## config.mk

```make
export PLATFORM = sky130hd
export DESIGN_NAME = led_auto_stepper
export DESIGN_NICKNAME = d
export VERILOG_FILES = /design/src/pkg/led_step_pkg.sv /design/src/core/led_auto_stepper.sv /design/src/core/led_duty_step.sv
export SDC_FILE = /design/constraint.sdc
export NUM_CORES = 1
export LEC_CHECK = 0
export BUFFER_PORTS_ARGS = -buffer_cell sky130_fd_sc_hd__buf_4
export CORE_ASPECT_RATIO = 1.75
export CORE_MARGIN = 3
export CORE_UTILIZATION = 45
export CTS_CLUSTER_SIZE = 24
export DETAILED_ROUTE_END_ITERATION = 12
export GPL_TIMING_DRIVEN = 0
export MAX_ROUTING_LAYER = met4
export PLACE_DENSITY_LB_ADDON = 0.1
export SYNTH_ARGS = -nofsm -noshare
export SYNTH_HDL_FRONTEND = slang
export SYNTH_SLANG_ARGS = --single-unit
```

## constraint.sdc

```tcl
create_clock -name CLK -period 5 [get_ports CLK]
set_input_delay 0.25 -clock CLK [delete_from_list [all_inputs] [get_ports CLK]]
set_output_delay 0.25 -clock CLK [all_outputs]
set_load 0.005 [all_outputs]
```

## src/pkg/led_step_pkg.sv

```systemverilog
// constants and types shared by the auto duty stepper
package led_step_pkg;

  // geometry of the duty store
  localparam int unsigned NUM_MODULES = 5;
  localparam int unsigned NUM_COMS    = 8;
  localparam int unsigned NUM_CHANS   = 4;
  localparam int unsigned DUTY_W      = 6;
  localparam int unsigned OFS_W       = 4;
  localparam int unsigned RAM_ADDR_W  = 8;

  // register byte addresses
  localparam logic [7:0] ADDR_COLOR_AB_OFS   = 8'h00;
  localparam logic [7:0] ADDR_INT_COLORC_OFS = 8'h04;
  localparam logic [7:0] ADDR_FRAME_INTERVAL = 8'h08;
  localparam logic [7:0] ADDR_CONTROL        = 8'h0c;
  localparam logic [7:0] ADDR_STATUS         = 8'h10;
  localparam logic [7:0] ADDR_PAGE_A_EN_BASE = 8'h20;
  localparam logic [7:0] ADDR_PAGE_A_EN_LAST = 8'h3c;

  // field positions
  localparam int unsigned COLOR_B_OFS_LSB   = 4;
  localparam int unsigned COLOR_A_OFS_LSB   = 0;
  localparam int unsigned INTENSITY_OFS_LSB = 4;
  localparam int unsigned COLOR_C_OFS_LSB   = 0;
  localparam int unsigned CTRL_AUTO_BIT     = 0;
  localparam int unsigned CTRL_DOWN_BIT     = 1;
  localparam int unsigned STAT_BUSY_BIT     = 0;
  localparam int unsigned STAT_PEND_BIT     = 1;
  localparam int unsigned STAT_CNT_LSB      = 8;

  // channel codes in the duty store address
  localparam logic [1:0] CH_INTENSITY = 2'h0;
  localparam logic [1:0] CH_COLOR_A   = 2'h1;
  localparam logic [1:0] CH_COLOR_B   = 2'h2;
  localparam logic [1:0] CH_COLOR_C   = 2'h3;

  // reset values
  localparam logic [7:0] RST_OFFSET   = 8'h00;
  localparam logic [7:0] RST_INTERVAL = 8'h00;
  localparam logic [4:0] RST_ENABLE   = 5'h00;
  localparam logic [1:0] RST_CONTROL  = 2'h0;

  typedef enum logic [3:0] {
    S_IDLE  = 4'b0001,
    S_CHECK = 4'b0010,
    S_WAIT  = 4'b0100,
    S_WRITE = 4'b1000
  } step_state_t;

endpackage
```

## src/core/led_auto_stepper.sv

```systemverilog
// auto mode duty stepper with AHB-Lite register slave
// Operation
// - colour B offset in upper first nibble
// - colour A offset in lower first nibble
// - intensity offset in upper second nibble
// - colour C offset in lower second nibble
// - every N+1 frames step the duty store
// - new interval takes effect at boundary, or at once while auto mode is off
// - stepping registers act only in auto mode
// - page A enable bit per module, per COM
// - disabled module: no step, no write back
// - enable bits seven to five read zero
// - stepper is part of LED PWM unit
`timescale 1ns/100ps
module led_auto_stepper
  import led_step_pkg::*;
(
  input  wire logic                  CLK,
  input  wire logic                  RST,
  input  wire logic                  HSEL,
  input  wire logic [31:0]           HADDR,
  input  wire logic [1:0]            HTRANS,
  input  wire logic                  HWRITE,
  input  wire logic [2:0]            HSIZE,
  input  wire logic [31:0]           HWDATA,
  input  wire logic                  HREADY,
  output logic      [31:0]           HRDATA,
  output logic                       HREADYOUT,
  output logic                       HRESP,
  input  wire logic                  FRAME_TICK,
  output logic      [RAM_ADDR_W-1:0] RAM_ADDR,
  output logic                       RAM_RD_EN,
  input  wire logic [DUTY_W-1:0]     RAM_RD_DATA,
  output logic                       RAM_WR_EN,
  output logic      [DUTY_W-1:0]     RAM_WR_DATA
);

  logic [7:0]        color_ab_step_offset;
  logic [7:0]        intensity_colorc_step_offset;
  logic [7:0]        frame_step_interval;
  logic [4:0]        page_a_module_output_enable_low [NUM_COMS];
  logic [1:0]        control;
  logic              auto_mode;
  logic              step_down;

  logic              dph_valid;
  logic              dph_write;
  logic [7:0]        dph_addr;
  logic              aph_take;
  logic [31:0]       next_rdata;
  logic              dph_wr;
  logic              en_hit_wr;
  logic              en_hit_rd;

  logic [7:0]        frame_count;
  logic [7:0]        active_interval;
  logic              step_due;
  logic              step_pending;

  step_state_t       state;
  logic [2:0]        com_idx;
  logic [2:0]        mod_idx;
  logic [1:0]        chan_idx;
  logic              last_module;
  logic              last_item;
  logic              module_enabled;
  logic [OFS_W-1:0]  chan_offset;
  logic [DUTY_W-1:0] stepped_duty;

  assign auto_mode = control[CTRL_AUTO_BIT];
  assign step_down = control[CTRL_DOWN_BIT];

  // ---------------- AHB-Lite slave ----------------
  assign HREADYOUT = 1'b1;
  assign HRESP     = 1'b0;
  assign aph_take  = HSEL && HREADY && HTRANS[1];

  always_ff @(posedge CLK) begin
    if (RST) begin
      dph_valid <= 1'b0;
    end else begin
      dph_valid <= aph_take;
    end
  end

  always_ff @(posedge CLK) begin
    if (RST) begin
      dph_write <= 1'b0;
    end else begin
      dph_write <= aph_take && HWRITE;
    end
  end

  // address kept for the write that lands one cycle later
  always_ff @(posedge CLK) begin
    if (RST) begin
      dph_addr <= 8'h00;
    end else if (aph_take) begin
      dph_addr <= HADDR[7:0];
    end
  end

  // register writes land in the data phase
  assign dph_wr    = dph_valid && dph_write;
  assign en_hit_wr = (dph_addr >= ADDR_PAGE_A_EN_BASE) && (dph_addr <= ADDR_PAGE_A_EN_LAST) && (dph_addr[1:0] == 2'h0);

  always_ff @(posedge CLK) begin
    if (RST) begin
      color_ab_step_offset <= RST_OFFSET;
    end else if (dph_wr && dph_addr == ADDR_COLOR_AB_OFS) begin
      color_ab_step_offset <= HWDATA[7:0];
    end
  end

  always_ff @(posedge CLK) begin
    if (RST) begin
      intensity_colorc_step_offset <= RST_OFFSET;
    end else if (dph_wr && dph_addr == ADDR_INT_COLORC_OFS) begin
      intensity_colorc_step_offset <= HWDATA[7:0];
    end
  end

  always_ff @(posedge CLK) begin
    if (RST) begin
      frame_step_interval <= RST_INTERVAL;
    end else if (dph_wr && dph_addr == ADDR_FRAME_INTERVAL) begin
      frame_step_interval <= HWDATA[7:0];
    end
  end

  always_ff @(posedge CLK) begin
    if (RST) begin
      control <= RST_CONTROL;
    end else if (dph_wr && dph_addr == ADDR_CONTROL) begin
      control <= HWDATA[1:0];
    end
  end

  // one word per COM; bits seven to five are not stored
  always_ff @(posedge CLK) begin
    if (RST) begin
      for (int i = 0; i < NUM_COMS; i++) begin
        page_a_module_output_enable_low[i] <= RST_ENABLE;
      end
    end else if (dph_wr && en_hit_wr) begin
      page_a_module_output_enable_low[dph_addr[4:2]] <= HWDATA[4:0];
    end
  end

  assign en_hit_rd = (HADDR[7:0] >= ADDR_PAGE_A_EN_BASE) && (HADDR[7:0] <= ADDR_PAGE_A_EN_LAST) && (HADDR[1:0] == 2'h0);

  // read data prepared in the address phase so it stands in the data phase
  always_comb begin
    next_rdata = 32'h0000_0000;
    case (HADDR[7:0])
      ADDR_COLOR_AB_OFS:   next_rdata[7:0] = color_ab_step_offset;
      ADDR_INT_COLORC_OFS: next_rdata[7:0] = intensity_colorc_step_offset;
      ADDR_FRAME_INTERVAL: next_rdata[7:0] = frame_step_interval;
      ADDR_CONTROL:        next_rdata[1:0] = control;
      ADDR_STATUS: begin
        next_rdata[STAT_BUSY_BIT]             = (state != S_IDLE);
        next_rdata[STAT_PEND_BIT]             = step_pending;
        next_rdata[STAT_CNT_LSB +: 8]         = frame_count;
      end
      default: begin
        if (en_hit_rd) begin
          next_rdata[4:0] = page_a_module_output_enable_low[HADDR[4:2]];
        end
      end
    endcase
  end

  always_ff @(posedge CLK) begin
    if (RST) begin
      HRDATA <= 32'h0000_0000;
    end else if (aph_take && !HWRITE) begin
      HRDATA <= next_rdata;
    end
  end

  // ---------------- frame interval counter ----------------
  // interval is sampled when a period closes and every cycle while auto mode is off
  always_ff @(posedge CLK) begin
    if (RST) begin
      frame_count <= 8'h00;
    end else if (!auto_mode) begin
      frame_count <= 8'h00;
    end else if (FRAME_TICK) begin
      if (frame_count == active_interval) begin
        frame_count <= 8'h00;
      end else begin
        frame_count <= frame_count + 8'h01;
      end
    end
  end

  always_ff @(posedge CLK) begin
    if (RST) begin
      active_interval <= RST_INTERVAL;
    end else if (!auto_mode) begin
      active_interval <= frame_step_interval;
    end else if (step_due) begin
      active_interval <= frame_step_interval;
    end
  end

  assign step_due = auto_mode && FRAME_TICK && (frame_count == active_interval);

  // a due step during a running pass waits; set wins over clear
  always_ff @(posedge CLK) begin
    if (RST) begin
      step_pending <= 1'b0;
    end else if (step_due) begin
      step_pending <= 1'b1;
    end else if (state == S_IDLE) begin
      step_pending <= 1'b0;
    end
  end

  // ---------------- stepping pass over the duty store ----------------
  // a skipped module sits at channel 0, so the pass end looks at the module only
  assign last_module    = (com_idx == 3'(NUM_COMS - 1)) && (mod_idx == 3'(NUM_MODULES - 1));
  assign last_item      = last_module && (chan_idx == 2'h3);
  assign module_enabled = page_a_module_output_enable_low[com_idx][mod_idx];

  always_comb begin
    case (chan_idx)
      CH_INTENSITY: chan_offset = intensity_colorc_step_offset[INTENSITY_OFS_LSB +: OFS_W];
      CH_COLOR_A:   chan_offset = color_ab_step_offset[COLOR_A_OFS_LSB +: OFS_W];
      CH_COLOR_B:   chan_offset = color_ab_step_offset[COLOR_B_OFS_LSB +: OFS_W];
      default:      chan_offset = intensity_colorc_step_offset[COLOR_C_OFS_LSB +: OFS_W];
    endcase
  end

  led_duty_step u_step (
    .duty   (RAM_RD_DATA),
    .offset (chan_offset),
    .down   (step_down),
    .result (stepped_duty)
  );

  always_ff @(posedge CLK) begin
    if (RST) begin
      state <= S_IDLE;
    end else begin
      case (state)
        S_IDLE: begin
          if (step_pending && auto_mode) begin
            state <= S_CHECK;
          end
        end
        S_CHECK: begin
          if (!auto_mode) begin
            state <= S_IDLE;
          end else if (module_enabled) begin
            state <= S_WAIT;
          end else if (last_module) begin
            state <= S_IDLE;
          end
        end
        S_WAIT:  state <= S_WRITE;
        S_WRITE: state <= last_item ? S_IDLE : S_CHECK;
        default: state <= S_IDLE;
      endcase
    end
  end

  // walk COM, module, channel; skip disabled modules whole
  always_ff @(posedge CLK) begin
    if (RST) begin
      com_idx  <= 3'h0;
      mod_idx  <= 3'h0;
      chan_idx <= 2'h0;
    end else if (state == S_IDLE) begin
      com_idx  <= 3'h0;
      mod_idx  <= 3'h0;
      chan_idx <= 2'h0;
    end else if ((state == S_CHECK && !module_enabled) || state == S_WRITE) begin
      if (state == S_WRITE && chan_idx != 2'h3) begin
        chan_idx <= chan_idx + 2'h1;
      end else begin
        chan_idx <= 2'h0;
        if (mod_idx == 3'(NUM_MODULES - 1)) begin
          mod_idx <= 3'h0;
          com_idx <= com_idx + 3'h1;
        end else begin
          mod_idx <= mod_idx + 3'h1;
        end
      end
    end
  end

  always_ff @(posedge CLK) begin
    if (RST) begin
      RAM_WR_DATA <= {DUTY_W{1'b0}};
    end else if (state == S_WAIT) begin
      RAM_WR_DATA <= stepped_duty;
    end
  end

  assign RAM_ADDR  = {com_idx, mod_idx, chan_idx};
  assign RAM_RD_EN = (state == S_CHECK) && auto_mode && module_enabled;
  assign RAM_WR_EN = (state == S_WRITE);

endmodule // led_auto_stepper

```

## src/core/led_duty_step.sv

```systemverilog
// saturating add or subtract of a step offset on one duty value
`timescale 1ns/100ps
module led_duty_step
  import led_step_pkg::*;
(
  input  wire logic [DUTY_W-1:0] duty,
  input  wire logic [OFS_W-1:0]  offset,
  input  wire logic              down,
  output logic      [DUTY_W-1:0] result
);

  logic [DUTY_W:0] sum;
  logic [DUTY_W:0] dif;

  always_comb begin
    sum = {1'b0, duty} + {{(DUTY_W + 1 - OFS_W){1'b0}}, offset};
    dif = {1'b0, duty} - {{(DUTY_W + 1 - OFS_W){1'b0}}, offset};
    if (down) begin
      // clamp at zero instead of wrapping
      result = dif[DUTY_W] ? {DUTY_W{1'b0}} : dif[DUTY_W-1:0];
    end else begin
      // clamp at full scale
      result = sum[DUTY_W] ? {DUTY_W{1'b1}} : sum[DUTY_W-1:0];
    end
  end

endmodule // led_duty_step

```

==> impl_metrics.toml <==
[cts]
cts-resized-gates = 0
root_buffer = "clkbuf_16"
clkTransAtPathRegs_ps = 70
cts_buffers = 17
post_cts_buffers = 0
clock_latency_ps = 420
cts_buffer_depth = 2
cts_hold_buf = 0
cts_sinks = 130
h-tree-depth = 4
cts_tree = "built"

[synth]
synth-main-ff-cell = "dfxtp_1"
synth_xor_area_share_pct = 2.68
synth_compound_area_share_pct = 10.2
synth_area_per_cell_um2 = 9.52
synth_cell_types = 67
synth_edf_count = 40
ys_warn_count = 0
synthAdderAreaFrac_pct = 3.69
synthCells = 720
synth-async-reset-ratio_pct = 0
synth-simple-area-share_pct = 21.9
synth_mux_area_share_pct = 12.4
synth_top_family_by_area = "simple AND/OR/NAND/NOR gates"
syn-cell-area_um2 = 6860
synth-seq-cells = 130
ys_seq_area_share_pct = 43.8

[worst_setup_path]
ff2ff_setup_slack_ps = 1510
crit_chain = "ha_1 -> clkbuf_1 -> mux2i_1 -> ha_1 -> inv_1 -> fa_1 -> o21bai_1 -> a21oi_1 -> and4_1 -> o32a_1 -> a211oi_1"
crit_path_top_delay_cell = "mux2i_1"
end_kind = "flip-flop"
start_kind = "flip-flop"
cp_top_family = "compound AO/OA/AOI/OAI gates"
worst-path-buf-inv = 2
required_ps = 5340
critPathKind = "flip-flop to flip-flop"
critPathMaxFanout = 8
r2r_end = "RAM_WR_DATA[5]"
crit_top_cell = "ha_1"
max_stage_delay_ps = 450
r2r-start = "chan_idx[0]"
worstRegToRegCells = 11
crit_arrival_ps = 3820

[floorplanning]
pin_count = 131
die_h_um = 169
dieArea_um2 = 16800
rows = 59
coreArea_um2 = 14900
fp.dieW_um = 99.3
initial_core_util_pct = 46.0

[sta]
setup-violations-final = 0
worstMarginPinSlew_ps = 1020
drv_slew = 0
skew_ps = 11.2
fmax_mhz = 287
rsz0062_at_grt = "no"
hold_viol = 0
finalSetupTns_ps = 0
slew_headroom_pct = 31.3
period_needed_ps = 3490
finalCritPeriodShare_pct = 69.7

[drt]
initialDrtViolationCount = 248
antenna_violating_nets_post_route = 0
num_vias = 5621
dr.pass1.iters = 5
avgRoutedWirePerCell_um = 19.7
totalWireLength_mm = 19.8
drc = 0
via_per_inst = 5.57

[layout]
final_layout_size_suffix_gt1_share_pct = 17.4
multiInputGateArea_um2 = 3550
post-route-util_pct = 54.9
layout_commonest_cell = "nand2_1"
fin_nets = 913
synthToLayoutAreaGrowth_pct = 19.5
insertedDiodeCount = 0
seq_area_um2 = 3000
n_fill_cell = 1374
final_cell_mix = "96 x nand2_1, 90 x dfxtp_1, 79 x buf_4"
finish.instance_area_um2 = 8190

[power]
irDropWorstVdd_uv = 245
p_per_area_nw_per_um2 = 310
p_leak_uw = 0.00319
power_uw = 2540

[min_path]
holdPathEnd = "dph_write"
min_from = "HWRITE"
hold_class = "primary input to flip-flop"
holdPathStages = 2

[placement]
dp_hpwl_mm = 15.4
placed_area_um2 = 7580
io_buffer_count = 58
gp_congestion = 0.928

[grt]
grt_max_degree = 17
grt_pass1_wl_mm = 30.5
gr-total-overflow = 0
grt_usage_pct = 24.7
grt_pass1_vias = 5656
antenna_found_initial = 0

[flow_run]
drv_cap = 0

[status]
status = "finished clean"
## cells in the mapped netlist, drive strengths merged, types with 3 or more instances
cell type  count  share of area (%)
o2bb2ai        3               0.38
o21bai         4               0.44
edfxtp        40                 18
and3           6               0.55
nor3           9               0.73
o31a           3               0.38
nand2         96                5.3
dfxtp         90                 26
mux2           6               0.99
mux4          13                4.3
and2          47                4.3
nand4b         3               0.38
nand2b         8               0.73
o21ai         11               0.80
or2           10               0.91
mux2i         49                7.2
nand4          6               0.55
a2111oi        4               0.51
o211ai         7               0.77
nor2          59                3.3
nor4           5               0.67
nor2b          5               0.46
xor2           7               0.89
ha            17                3.1
inv           16               0.88
a22oi         11                1.2
nor3b          3               0.33
a21oi         48                3.6
clkbuf        30                1.6
nand3         29                2.1
xnor2         14                1.8
buf           28                2.8
a211oi         4               0.44
## worst register-to-register path: stages (launching register included)
cell	delay [ps]
dfxtp_1	440
ha_1	180
clkbuf_1	420
mux2i_1	460
ha_1	260
inv_1	60
fa_1	400
o21bai_1	210
a21oi_1	150
and4_1	230
o32a_1	350
a211oi_1	240
## where the power goes
part / switching, uW / internal, uW
Clock: 524 / 761
Sequential: 9.69 / 1100
Combinational: 85.5 / 58.1
## metrics by stage
| step | setup slack (ps) | instances | hold WS (ps) |
|---|---|---|---|
| after detailed placement | 1570 | 977 | 451 |
| final | 1510 | 1009 | 78.5 |
| after global routing | 1360 | 1009 | 81.9 |
| after CTS | 1520 | 1009 | 68.1 |
| after global placement | 1640 | 977 | 442 |
| after floorplan | 2260 | 736 | 372 |
## final cells by class
| cell class | count | share of cell area (%) |
|---|---|---|
| multi-input cells | 532 | 43.4 |
| flip-flops and latches | 130 | 36.7 |
| clock buffers | 19 | 5.80 |
| repair buffers | 58 | 5.31 |
| plain buffers | 58 | 3.70 |
| well taps | 183 | 2.79 |
| clock inverters | 13 | 1.65 |
| inverters | 16 | 0.733 |
## logic make-up (layout without fill, tap and decap cells)
| kind of cell | after synthesis | after routing |
|---|---|---|
| XOR/XNOR | 21 | 21 |
| buffers and inverters | 74 | 164 |
| AND/OR/NAND/NOR | 298 | 298 |
| multiplexers | 68 | 68 |
| AO/OA/AOI/OAI | 108 | 108 |
| flip-flops | 130 | 130 |
| adder cells (fa/ha/maj) | 19 | 19 |
| other | 2 | 18 |
## metal layers
metal  vias up  GRT usage (%)  part of all wire (%)
met5         -              -                     0
met4         0           15.2                   6.0
met3        62           4.36                   4.3
met2       183           44.3                    55
met1      2691           24.2                    35
li1       2685              -                     -
## worst max path at each step
stage	cells after the start	to	from
after detailed placement	11	RAM_WR_DATA[5]	chan_idx[0]
after global placement	11	RAM_WR_DATA[5]	chan_idx[0]
after floorplan	12	RAM_WR_DATA[5]	chan_idx[0]
after global routing	11	RAM_WR_DATA[5]	chan_idx[0]
final	11	RAM_WR_DATA[5]	chan_idx[0]
after CTS	11	RAM_WR_DATA[5]	chan_idx[0]
## sequential cells by signal, summed over array words and instances, names as in the netlist, 3 cells and up, named ones only
name,flops
frame_step_interval,8
frame_count,8
RAM_WR_DATA,6
dph_addr,8
active_interval,8
intensity_colorc_step_offset,8
HRDATA,16
state,4
mod_idx,3
com_idx,3
color_ab_step_offset,8
page_a_module_output_enable_low,40
Power figures use the tool's default switching activity.
